File: config.mk
export PLATFORM = sky130hd
export DESIGN_NAME = sxf_port
export DESIGN_NICKNAME = d
export VERILOG_FILES = /design/src/hdl/sxf_pkg.sv /design/src/hdl/sxf_fifo.sv /design/src/hdl/sxf_clkdiv.sv /design/src/hdl/sxf_port.sv
export SDC_FILE = /design/constraint.sdc
export NUM_CORES = 1
export LEC_CHECK = 0
export CORE_MARGIN = 2
export CORE_UTILIZATION = 55
export DETAILED_ROUTE_END_ITERATION = 10
export DONT_BUFFER_PORTS = 1
export HOLD_SLACK_MARGIN = 0.05
export MAX_ROUTING_LAYER = met4
export PLACE_DENSITY = 0.7
export SYNTH_ARGS = -nofsm -noshare
export SYNTH_HDL_FRONTEND = slang
export SYNTH_SLANG_ARGS = --single-unit
File: constraint.sdc
create_clock -name core_clk -period 2.4 [get_ports core_clk]
set_input_delay 0.72 -clock core_clk [delete_from_list [all_inputs] [get_ports core_clk]]
set_output_delay 0.72 -clock core_clk [all_outputs]
set_load 0.01 [all_outputs]
File: src/hdl/sxf_pkg.sv
// shared constants, carriers and states of the serial byte port
// assumes one bus clock core_clk and plain-port software control
// Contract
// master rate-select bits set divider; divided clock paces the master shifter
// each byte exchanges full duplex: out on MOSI, in on MISO, same clocks
// master transfer end sets receive-full and moves byte to receive register
// receive-full clears by status read while set, then data read
// any data register write clears transmit-empty
// master-select clear: slave, serial clock pin is an input
// remote master holds slave select low for a whole transfer
// slave shifts on external clock; full byte moves out, sets receive-full
// slave software reads received byte before the next completes
// master clock at most half bus clock; slave accepts up to bus clock (code samples slave clock on core_clk: half bus clock at most)
// rate select only affects master clock; slave clock is free
// slave phase 0: select falling edge starts, MSB driven at once
// no shift register reload during a transfer; later byte waits
// slave software writes its byte before select falls in phase 0
// master starts a queued byte right after previous transfer ends
// software writes data register only while transmit-empty is high
// with no new byte, next transfer sends the shift register contents
// disable keeps flags; master mode fault with detect enabled disables
// master-select set: drive clock pin, start transfer on data write
// byte completing while receive-full set sets overrun, keeps old byte
package sxf_pkg;

   localparam int          SXF_DATA_W     = 8;
   localparam int          SXF_FIFO_DEPTH = 8;
   localparam logic [7:0]  SXF_RESET_BYTE = 8'h00;
   localparam logic [3:0]  SXF_EDGE_LAST  = 4'hF;
   localparam logic [3:0]  SXF_EDGE_PH0   = 4'hE;
   localparam logic [3:0]  SXF_EDGE_FIRST = 4'h1;
   localparam logic [3:0]  SXF_EDGE_ZERO  = 4'h0;
   // half serial period minus one, in bus clocks, per rate select
   localparam logic [5:0]  SXF_HALF_R0    = 6'h00;
   localparam logic [5:0]  SXF_HALF_R1    = 6'h03;
   localparam logic [5:0]  SXF_HALF_R2    = 6'h0F;
   localparam logic [5:0]  SXF_HALF_R3    = 6'h3F;

   typedef struct packed {
      logic port_enable_bit;
      logic master_select_bit;
      logic clk_pol;
      logic clk_phase;
      logic fault_detect_enable;
      logic rate_select_high;
      logic rate_select_low;
   } sxf_cfg_t;

   typedef struct packed {
      logic receive_full_flag;
      logic transmit_empty_flag;
      logic overrun_flag;
      logic fault_flag;
      logic busy;
   } sxf_flags_t;

   typedef enum logic [1:0] {
      SXF_IDLE = 2'b01,
      SXF_XFER = 2'b10
   } sxf_state_t;

endpackage

File: src/hdl/sxf_fifo.sv
// first-in first-out queue with valid/ready on both sides
// assumes DEPTH is a power of two
`timescale 1ns/1ps
module sxf_fifo
#(
   parameter int W     = 8,
   parameter int DEPTH = 8
)
(
   input  wire logic         clk,
   input  wire logic         rst_n,
   input  wire logic         in_valid,
   input  wire logic [W-1:0] in_data,
   output      logic         in_ready,
   output      logic         out_valid,
   output      logic [W-1:0] out_data,
   input  wire logic         out_ready
);
   localparam int AW = $clog2(DEPTH);

   logic [W-1:0] mem [DEPTH];
   logic [AW:0]  wr_q;
   logic [AW:0]  rd_q;
   wire          wrap_diff = (wr_q[AW] != rd_q[AW]);
   wire          idx_same  = (wr_q[AW-1:0] == rd_q[AW-1:0]);
   wire          full  = wrap_diff && idx_same;
   wire          empty = (wr_q == rd_q);
   wire          push  = in_valid & ~full;
   wire          pop   = out_ready & ~empty;

   assign in_ready  = ~full;
   assign out_valid = ~empty;
   assign out_data  = mem[rd_q[AW-1:0]];

   always_ff @(posedge clk)
   begin
      if (push)
         mem[wr_q[AW-1:0]] <= in_data;
   end

   always_ff @(posedge clk or negedge rst_n)
   begin
      if (!rst_n)
      begin
         wr_q <= '0;
         rd_q <= '0;
      end
      else
      begin
         if (push)
            wr_q <= wr_q + 1'b1;
         if (pop)
            rd_q <= rd_q + 1'b1;
      end
   end
endmodule

File: src/hdl/sxf_clkdiv.sv
// half-period tick generator for the master serial clock
// assumes run is held for the whole transfer; counter restarts when low
`timescale 1ns/1ps
module sxf_clkdiv
   import sxf_pkg::*;
(
   input  wire logic core_clk,
   input  wire logic rst_n,
   input  wire logic run,
   input  wire logic rate_select_high,
   input  wire logic rate_select_low,
   output      logic tick
);
   function automatic logic [5:0] half_limit(input logic hi, input logic lo);
      case ({hi, lo})
         2'b00:   half_limit = SXF_HALF_R0;
         2'b01:   half_limit = SXF_HALF_R1;
         2'b10:   half_limit = SXF_HALF_R2;
         default: half_limit = SXF_HALF_R3;
      endcase
   endfunction

   logic [5:0] cnt_q;
   wire  [5:0] limit = half_limit(rate_select_high, rate_select_low);
   wire        wrap  = (cnt_q == limit);

   // fastest setting toggles every bus clock: half the bus rate
   assign tick = run & wrap;

   always_ff @(posedge core_clk or negedge rst_n)
   begin
      if (!rst_n)
         cnt_q <= 6'h00;
      else if (!run || wrap)
         cnt_q <= 6'h00;
      else
         cnt_q <= cnt_q + 6'h01;
   end
endmodule

File: src/hdl/sxf_port.sv
// serial byte port, master or slave, with queued transmit bytes
// assumes pins are synchronous to core_clk; pads resolve the enables
`timescale 1ns/1ps
module sxf_port
(
   input  wire logic                   core_clk,
   input  wire logic                   rst_b,
   input  wire sxf_pkg::sxf_cfg_t      cfg,
   input  wire logic                   tx_valid,
   input  wire logic [7:0]             tx_data,
   output      logic                   tx_ready,
   input  wire logic                   status_read,
   input  wire logic                   data_read,
   input  wire logic                   fault_clear,
   output      logic [7:0]             rx_data,
   output      sxf_pkg::sxf_flags_t    flags,
   input  wire logic                   serial_clock_pin_in,
   output      logic                   serial_clock_pin_out,
   output      logic                   serial_clock_pin_oe,
   input  wire logic                   mosi_in,
   output      logic                   mosi_out,
   output      logic                   mosi_oe,
   input  wire logic                   miso_in,
   output      logic                   miso_out,
   output      logic                   miso_oe,
   input  wire logic                   ss_b_in
);
   import sxf_pkg::*;

   // reset release through two flops
   logic       rst_s1_q;
   logic       rst_n_q;

   logic       sclk_prev_q;
   logic       ss_prev_q;
   sxf_state_t state_q;
   logic [3:0] edge_cnt_q;
   logic [7:0] sr_q;
   logic       out_q;
   logic       sclk_q;
   logic [7:0] txbuf_q;
   logic       tx_full_q;
   logic [7:0] rx_q;
   logic       rf_q;
   logic       ovr_q;
   logic       fault_q;
   logic       armed_q;

   logic       fifo_valid;
   logic [7:0] fifo_data;
   logic       tick;

   always_ff @(posedge core_clk or negedge rst_b)
   begin
      if (!rst_b)
      begin
         rst_s1_q <= 1'b0;
         rst_n_q  <= 1'b0;
      end
      else
      begin
         rst_s1_q <= 1'b1;
         rst_n_q  <= rst_s1_q;
      end
   end

   // mode and enable decode
   wire is_master  = cfg.master_select_bit;
   wire active     = cfg.port_enable_bit & ~fault_q;
   wire idle       = (state_q == SXF_IDLE);
   wire xfer       = (state_q == SXF_XFER);
   wire mode_fault = active & is_master & cfg.fault_detect_enable & ~ss_b_in;

   // slave clock seen as a sampled level; no rate constraint applied
   wire ss_fall    = ss_prev_q & ~ss_b_in;
   wire sedge      = (serial_clock_pin_in ^ sclk_prev_q) & ~ss_b_in;
   wire slead      = sedge & (sclk_prev_q == cfg.clk_pol);
   wire mlead      = tick & (sclk_q == cfg.clk_pol);

   wire edge_now   = is_master ? tick : sedge;
   wire leading    = is_master ? mlead : slead;
   wire sample_e   = edge_now & (leading ^ cfg.clk_phase);
   wire drive_e    = edge_now & ~(leading ^ cfg.clk_phase);
   wire din        = is_master ? miso_in : mosi_in;
   wire [7:0] sr_shift = {sr_q[6:0], din};

   // with nothing queued a slave sends the shift contents, the last byte received
   wire [7:0] load_val = tx_full_q ? txbuf_q : sr_q;

   // master waits for a queued byte, starts as soon as one is there
   wire start_m  = active & is_master & idle & tx_full_q & ~mode_fault;
   wire start_s0 = active & ~is_master & idle & ss_fall & ~cfg.clk_phase;
   wire start_s1 = active & ~is_master & idle & ~ss_b_in & cfg.clk_phase & slead;
   wire start    = start_m | start_s0 | start_s1;

   wire done_m   = xfer & is_master & tick & (edge_cnt_q == SXF_EDGE_LAST);
   wire [3:0] s_last = cfg.clk_phase ? SXF_EDGE_LAST : SXF_EDGE_PH0;
   wire done_s   = xfer & ~is_master & sample_e & (edge_cnt_q == s_last);
   wire abort    = xfer & (~active | mode_fault | (~is_master & ss_b_in));
   wire done     = (done_m | done_s) & ~abort;
   wire [7:0] rx_byte = sample_e ? sr_shift : sr_q;

   // buffer refills from the queue only when empty
   wire load_buf  = fifo_valid & ~tx_full_q;
   wire rd_clear  = data_read & armed_q;
   wire ovr_set   = done & rf_q & ~rd_clear;

   sxf_fifo
   #(
      .W     (SXF_DATA_W),
      .DEPTH (SXF_FIFO_DEPTH)
   )
   u_fifo
   (
      .clk       (core_clk),
      .rst_n     (rst_n_q),
      .in_valid  (tx_valid),
      .in_data   (tx_data),
      .in_ready  (tx_ready),
      .out_valid (fifo_valid),
      .out_data  (fifo_data),
      .out_ready (load_buf)
   );

   sxf_clkdiv u_div
   (
      .core_clk         (core_clk),
      .rst_n            (rst_n_q),
      .run              (xfer & is_master),
      .rate_select_high (cfg.rate_select_high),
      .rate_select_low  (cfg.rate_select_low),
      .tick             (tick)
   );

   // pin sampling history
   always_ff @(posedge core_clk or negedge rst_n_q)
   begin
      if (!rst_n_q)
      begin
         sclk_prev_q <= 1'b0;
         ss_prev_q   <= 1'b1;
      end
      else
      begin
         sclk_prev_q <= serial_clock_pin_in;
         ss_prev_q   <= ss_b_in;
      end
   end

   // transfer sequencer
   always_ff @(posedge core_clk or negedge rst_n_q)
   begin
      if (!rst_n_q)
         state_q <= SXF_IDLE;
      else
      begin
         case (state_q)
            SXF_IDLE:
               if (start)
                  state_q <= SXF_XFER;
            SXF_XFER:
               if (done || abort)
                  state_q <= SXF_IDLE;
            default:
               state_q <= SXF_IDLE;
         endcase
      end
   end

   // shifter, edge counter and data pin
   always_ff @(posedge core_clk or negedge rst_n_q)
   begin
      if (!rst_n_q)
      begin
         sr_q       <= SXF_RESET_BYTE;
         out_q      <= 1'b0;
         edge_cnt_q <= SXF_EDGE_ZERO;
      end
      else if (start)
      begin
         sr_q       <= load_val;
         out_q      <= load_val[7];
         edge_cnt_q <= start_s1 ? SXF_EDGE_FIRST : SXF_EDGE_ZERO;
      end
      else if (xfer && edge_now)
      begin
         edge_cnt_q <= edge_cnt_q + 4'h1;
         if (sample_e)
            sr_q <= sr_shift;
         if (drive_e)
            out_q <= sr_q[7];
      end
   end

   // master serial clock idles at the selected polarity
   always_ff @(posedge core_clk or negedge rst_n_q)
   begin
      if (!rst_n_q)
         sclk_q <= 1'b0;
      else if (!xfer || abort)
         sclk_q <= cfg.clk_pol;
      else if (tick)
         sclk_q <= ~sclk_q;
   end

   // transmit holding register
   always_ff @(posedge core_clk or negedge rst_n_q)
   begin
      if (!rst_n_q)
      begin
         txbuf_q   <= SXF_RESET_BYTE;
         tx_full_q <= 1'b0;
      end
      else if (load_buf)
      begin
         txbuf_q   <= fifo_data;
         tx_full_q <= 1'b1;
      end
      else if (start)
         tx_full_q <= 1'b0;
   end

   // receive register and flags; a completing byte beats a clear
   always_ff @(posedge core_clk or negedge rst_n_q)
   begin
      if (!rst_n_q)
      begin
         rx_q    <= SXF_RESET_BYTE;
         rf_q    <= 1'b0;
         ovr_q   <= 1'b0;
         armed_q <= 1'b0;
      end
      else
      begin
         if (done && !ovr_set)
            rx_q <= rx_byte;
         rf_q  <= done | (rf_q & ~rd_clear);
         ovr_q <= ovr_set | (ovr_q & ~rd_clear);
         if (status_read && (rf_q || ovr_q))
            armed_q <= 1'b1;
         else if (data_read)
            armed_q <= 1'b0;
      end
   end

   // mode fault locks the port off until acknowledged
   always_ff @(posedge core_clk or negedge rst_n_q)
   begin
      if (!rst_n_q)
         fault_q <= 1'b0;
      else
         fault_q <= mode_fault | (fault_q & ~fault_clear);
   end

   assign rx_data                   = rx_q;
   assign flags.receive_full_flag   = rf_q;
   assign flags.transmit_empty_flag = ~tx_full_q;
   assign flags.overrun_flag        = ovr_q;
   assign flags.fault_flag          = fault_q;
   assign flags.busy                = xfer;

   assign serial_clock_pin_out = sclk_q;
   assign serial_clock_pin_oe  = active & is_master;
   assign mosi_out             = out_q;
   assign mosi_oe              = active & is_master;
   assign miso_out             = out_q;
   assign miso_oe              = active & ~is_master & ~ss_b_in;
endmodule

==> results.yml <==
status:
  status: "complete, no violations"
synthesis:
  synth.distinct_cells: 55
  synthFlopType: "edfxtp_1"
  yosysWarnings: 0
  yosys.area.top_type: "edfxtp_1"
  syn_nets: 404
  synth_top_area_share_pct: 36.9
  seq_area_frac_synth_pct: 63.4
  netlist_instances: 375
  netlist_top_cells_count: "64 x edfxtp_1, 53 x dfrtp_1, 33 x nor2_1, 21 x nand2_1"
  synth_edf_count: 64
  synthTopCellsByArea: "edfxtp_1 37%, dfrtp_1 25%, mux4_2 6.9%"
  synth_area_um2: 5210
  avgSynthCellArea_um2: 13.9
  synth-async-reset-ratio_pct: 46.2
  yosysMostFrequentCell: "edfxtp_1"
  synth_seq_cells: 119
routing:
  drt_wl_total_mm: 9.59
  num_vias: 3091
  via_per_inst: 5.73
  antenna_left: 0
  drc_errors: 0
  drt-pass1-iter-count: 6
  routedWlPerCell_um: 17.8
  drt_iter0_markers: 96
min_path:
  worstHoldStart: "ss_b_in"
  whs_path_depth: 0
  hold_end: "ss_prev_q$_DFF_PN1_"
  hold_path_class: "in2reg"
sta:
  hold_viol: 0
  setup_viol_count_final: 0
  hold_slack_ps: 206
  worst_pin_slew_ps: 718
  fmax_mhz: 439
  finalSetupTns_ps: 0
  skew_ps: 8.29
  rsz0062_at_grt: "yes"
  slew_viol_final: 0
  setup_slack_ps: 120
  max_slew_margin_pct: 52.2
  finalCritPeriodShare_pct: 95.0
  timing.final.crit_period_ps: 2280
setup_path:
  r2r-start: "sclk_prev_q$_DFF_PN0_"
  critPathMaxFanout: 8
  critPathCaptureType: "flip-flop"
  crit_arrival_ps: 2670
  required_ps: 2790
  reg2regPathDepth: 9
  timing.rr.end: "sr_q[7]$_DFFE_PN0P_"
  r2r_slack_ps: 120
  critPathLaunchType: "flip-flop"
  criticalPathCategory: "reg2reg"
placement:
  dp_hpwl_mm: 6.23
  post-place-ws_ps: -316
  port_buffers: 0
  dp_cells: 497
  place_congestion: 0.803
pwr:
  p_per_area_nw_per_um2: 1110
  power_mw: 6.79
  seqPwrFrac_pct: 41.7
  p_leak_nw: 2.48
  switchingPower_mw: 2.09
  peakVddDrop_v: 0.000657
  swShare_pct: 30.7
  clock_power_share_pct: 32.9
  pwr-share-comb_pct: 25.3
  power.internal_mw: 4.70
finish:
  drive_gt1_share_pct: 28.7
  final_cells: 539
  syn_to_final_growth_pct: 17.6
  diodes: 0
  final_nets: 444
floorplanning:
  die-area_um2: 10300
  fp.coreArea_um2: 9200
  start_util_pct: 56.6
  ioPinCount: 45
  rows: 35
  die_w_um: 101
  die_y_um: 101
clock_network:
  cts.clk_slew.worst_paths_ps: 60
  cts_sinks: 119
  cts_buffer_depth: 2
  cts_tree: "done"
  cts_buffers: 17
  cts-root-buf: "clkbuf_8"
  insertion_delay_ps: 510
  htree_levels: 4
grt:
  grt_pass1_wl_mm: 15.7
  grt_pass1_vias: 3170
  antenna_found_initial: 0
  grtUsageTotal_pct: 21.3
  grt_max_degree: 34
  overflow: 0
run:
  drv_cap: 0
-- power by group through the flow --
| stage | sequential, mW | combinational (mW) | clock, mW |
|---|---|---|---|
| final | 2.83 | 1.72 | 2.24 |
| after global routing | 2.88 | 1.91 | 2.39 |
| after CTS | 2.86 | 1.64 | 2.28 |
| after detailed placement | 2.89 | 1.62 | 0 |
| after global placement | 2.87 | 1.57 | 0 |
| after floorplan | 2.79 | 1.27 | 0 |
-- per-layer routing --
metal  GRT usage (%)  vias up  wire (um)
met3            5.45        8        378
met5               -        -          0
met1            26.2     1558       4320
li1                -     1456          -
met2            33.6       69       4790
met4            9.15        0        105
-- state kept, by name, indices dropped and copies added, names as in the netlist, 2 cells and up --
| name | count |
|---|---|
| txbuf_q | 8 |
| sr_q | 8 |
| u_div.cnt_q | 6 |
| edge_cnt_q | 4 |
| u_fifo.wr_q | 4 |
| u_fifo.mem | 64 |
| state_q | 2 |
| rx_data | 8 |
| u_fifo.rd_q | 4 |
-- area by class of cell --
type | instances | area, um2
Sequential cell | 119 | 3310
Clock buffer | 18 | 418
Multi-Input combinational cell | 218 | 1760
Fill cell | 661 | 3070
Clock inverter | 14 | 114
Timing Repair Buffer | 43 | 325
Tap cell | 111 | 139
Inverter | 16 | 60.1
-- critical path, cell delays in order, from the launching register on --
cell and delay [ps]:
dfrtp_1 400, nor3b_1 250, o21ai_0 130, buf_4 160, mux2i_1 110, and4bb_4 370, buf_4 130, nor2b_1 50
o21a_1 260, o221a_2 300
-- cells in the final DEF, fill, tap and decap left out, types with 3 or more instances in the layout --
cell type	count
nand4_1	7
inv_1	16
dfrtp_2	5
o21ai_0	15
inv_6	6
nand2_1	21
clkinv_4	3
nand3_1	3
buf_4	42
nor3b_1	3
nor2_1	33
edfxtp_1	64
clkbuf_16	16
nor3_2	3
mux2_2	11
a21oi_1	12
a22oi_1	7
nor3_1	5
xor2_1	14
mux2i_1	16
mux4_2	16
dfrtp_1	48
xnor2_1	6
nand2b_1	4
ha_1	4
-- cells by family after synthesis --
kind of cell	count (synthesis)	share of synthesized area, %
buffers and inverters	38	3.51
other	1	0.0720
AOI/OAI and AO/OA	52	6.49
DFF	119	63.4
and+or+nand+nor	97	9.54
muxes	44	12.7
xor gates and xnor gates	20	3.36
adders and majority gates	4	0.961
-- what timing repair did --
item | CTS | global route
endpoints found under the hold margin | 2 | 0
setup endpoints to repair | 1 | 16
hold buffers | 1 | 0
setup buffers | 0 | 9
pin swaps | 0 | 1
resized for setup | 2 | 8
-- worst max path at each step --
stage                                     start                     end  slack, ps  depth (start not counted)
2_1_floorplan                            cfg[5]  rx_data[0]$_DFFE_PN0P_       -270                          9
3_3_place_gp                             cfg[4]  rx_data[4]$_DFFE_PN0P_       -270                          8
3_5_place_dp                             cfg[4]  rx_data[2]$_DFFE_PN0P_       -320                          8
4_1_cts        serial_clock_pin_out$_DFFE_PN0P_  rx_data[5]$_DFFE_PN0P_         20                          8
5_1_grt                   sclk_prev_q$_DFF_PN0_  rx_data[5]$_DFFE_PN0P_        -20                          9
6_report                  sclk_prev_q$_DFF_PN0_     sr_q[7]$_DFFE_PN0P_        120                          9
-- metrics by stage --
stage	area [um2]	util (%)
after floorplan	5230	-
after global placement	5490	59.7
after detailed placement	5490	59.7
after CTS	6030	65.6
after global routing	6120	66.6
final	6120	66.6
(Power assumes the default switching activity.)
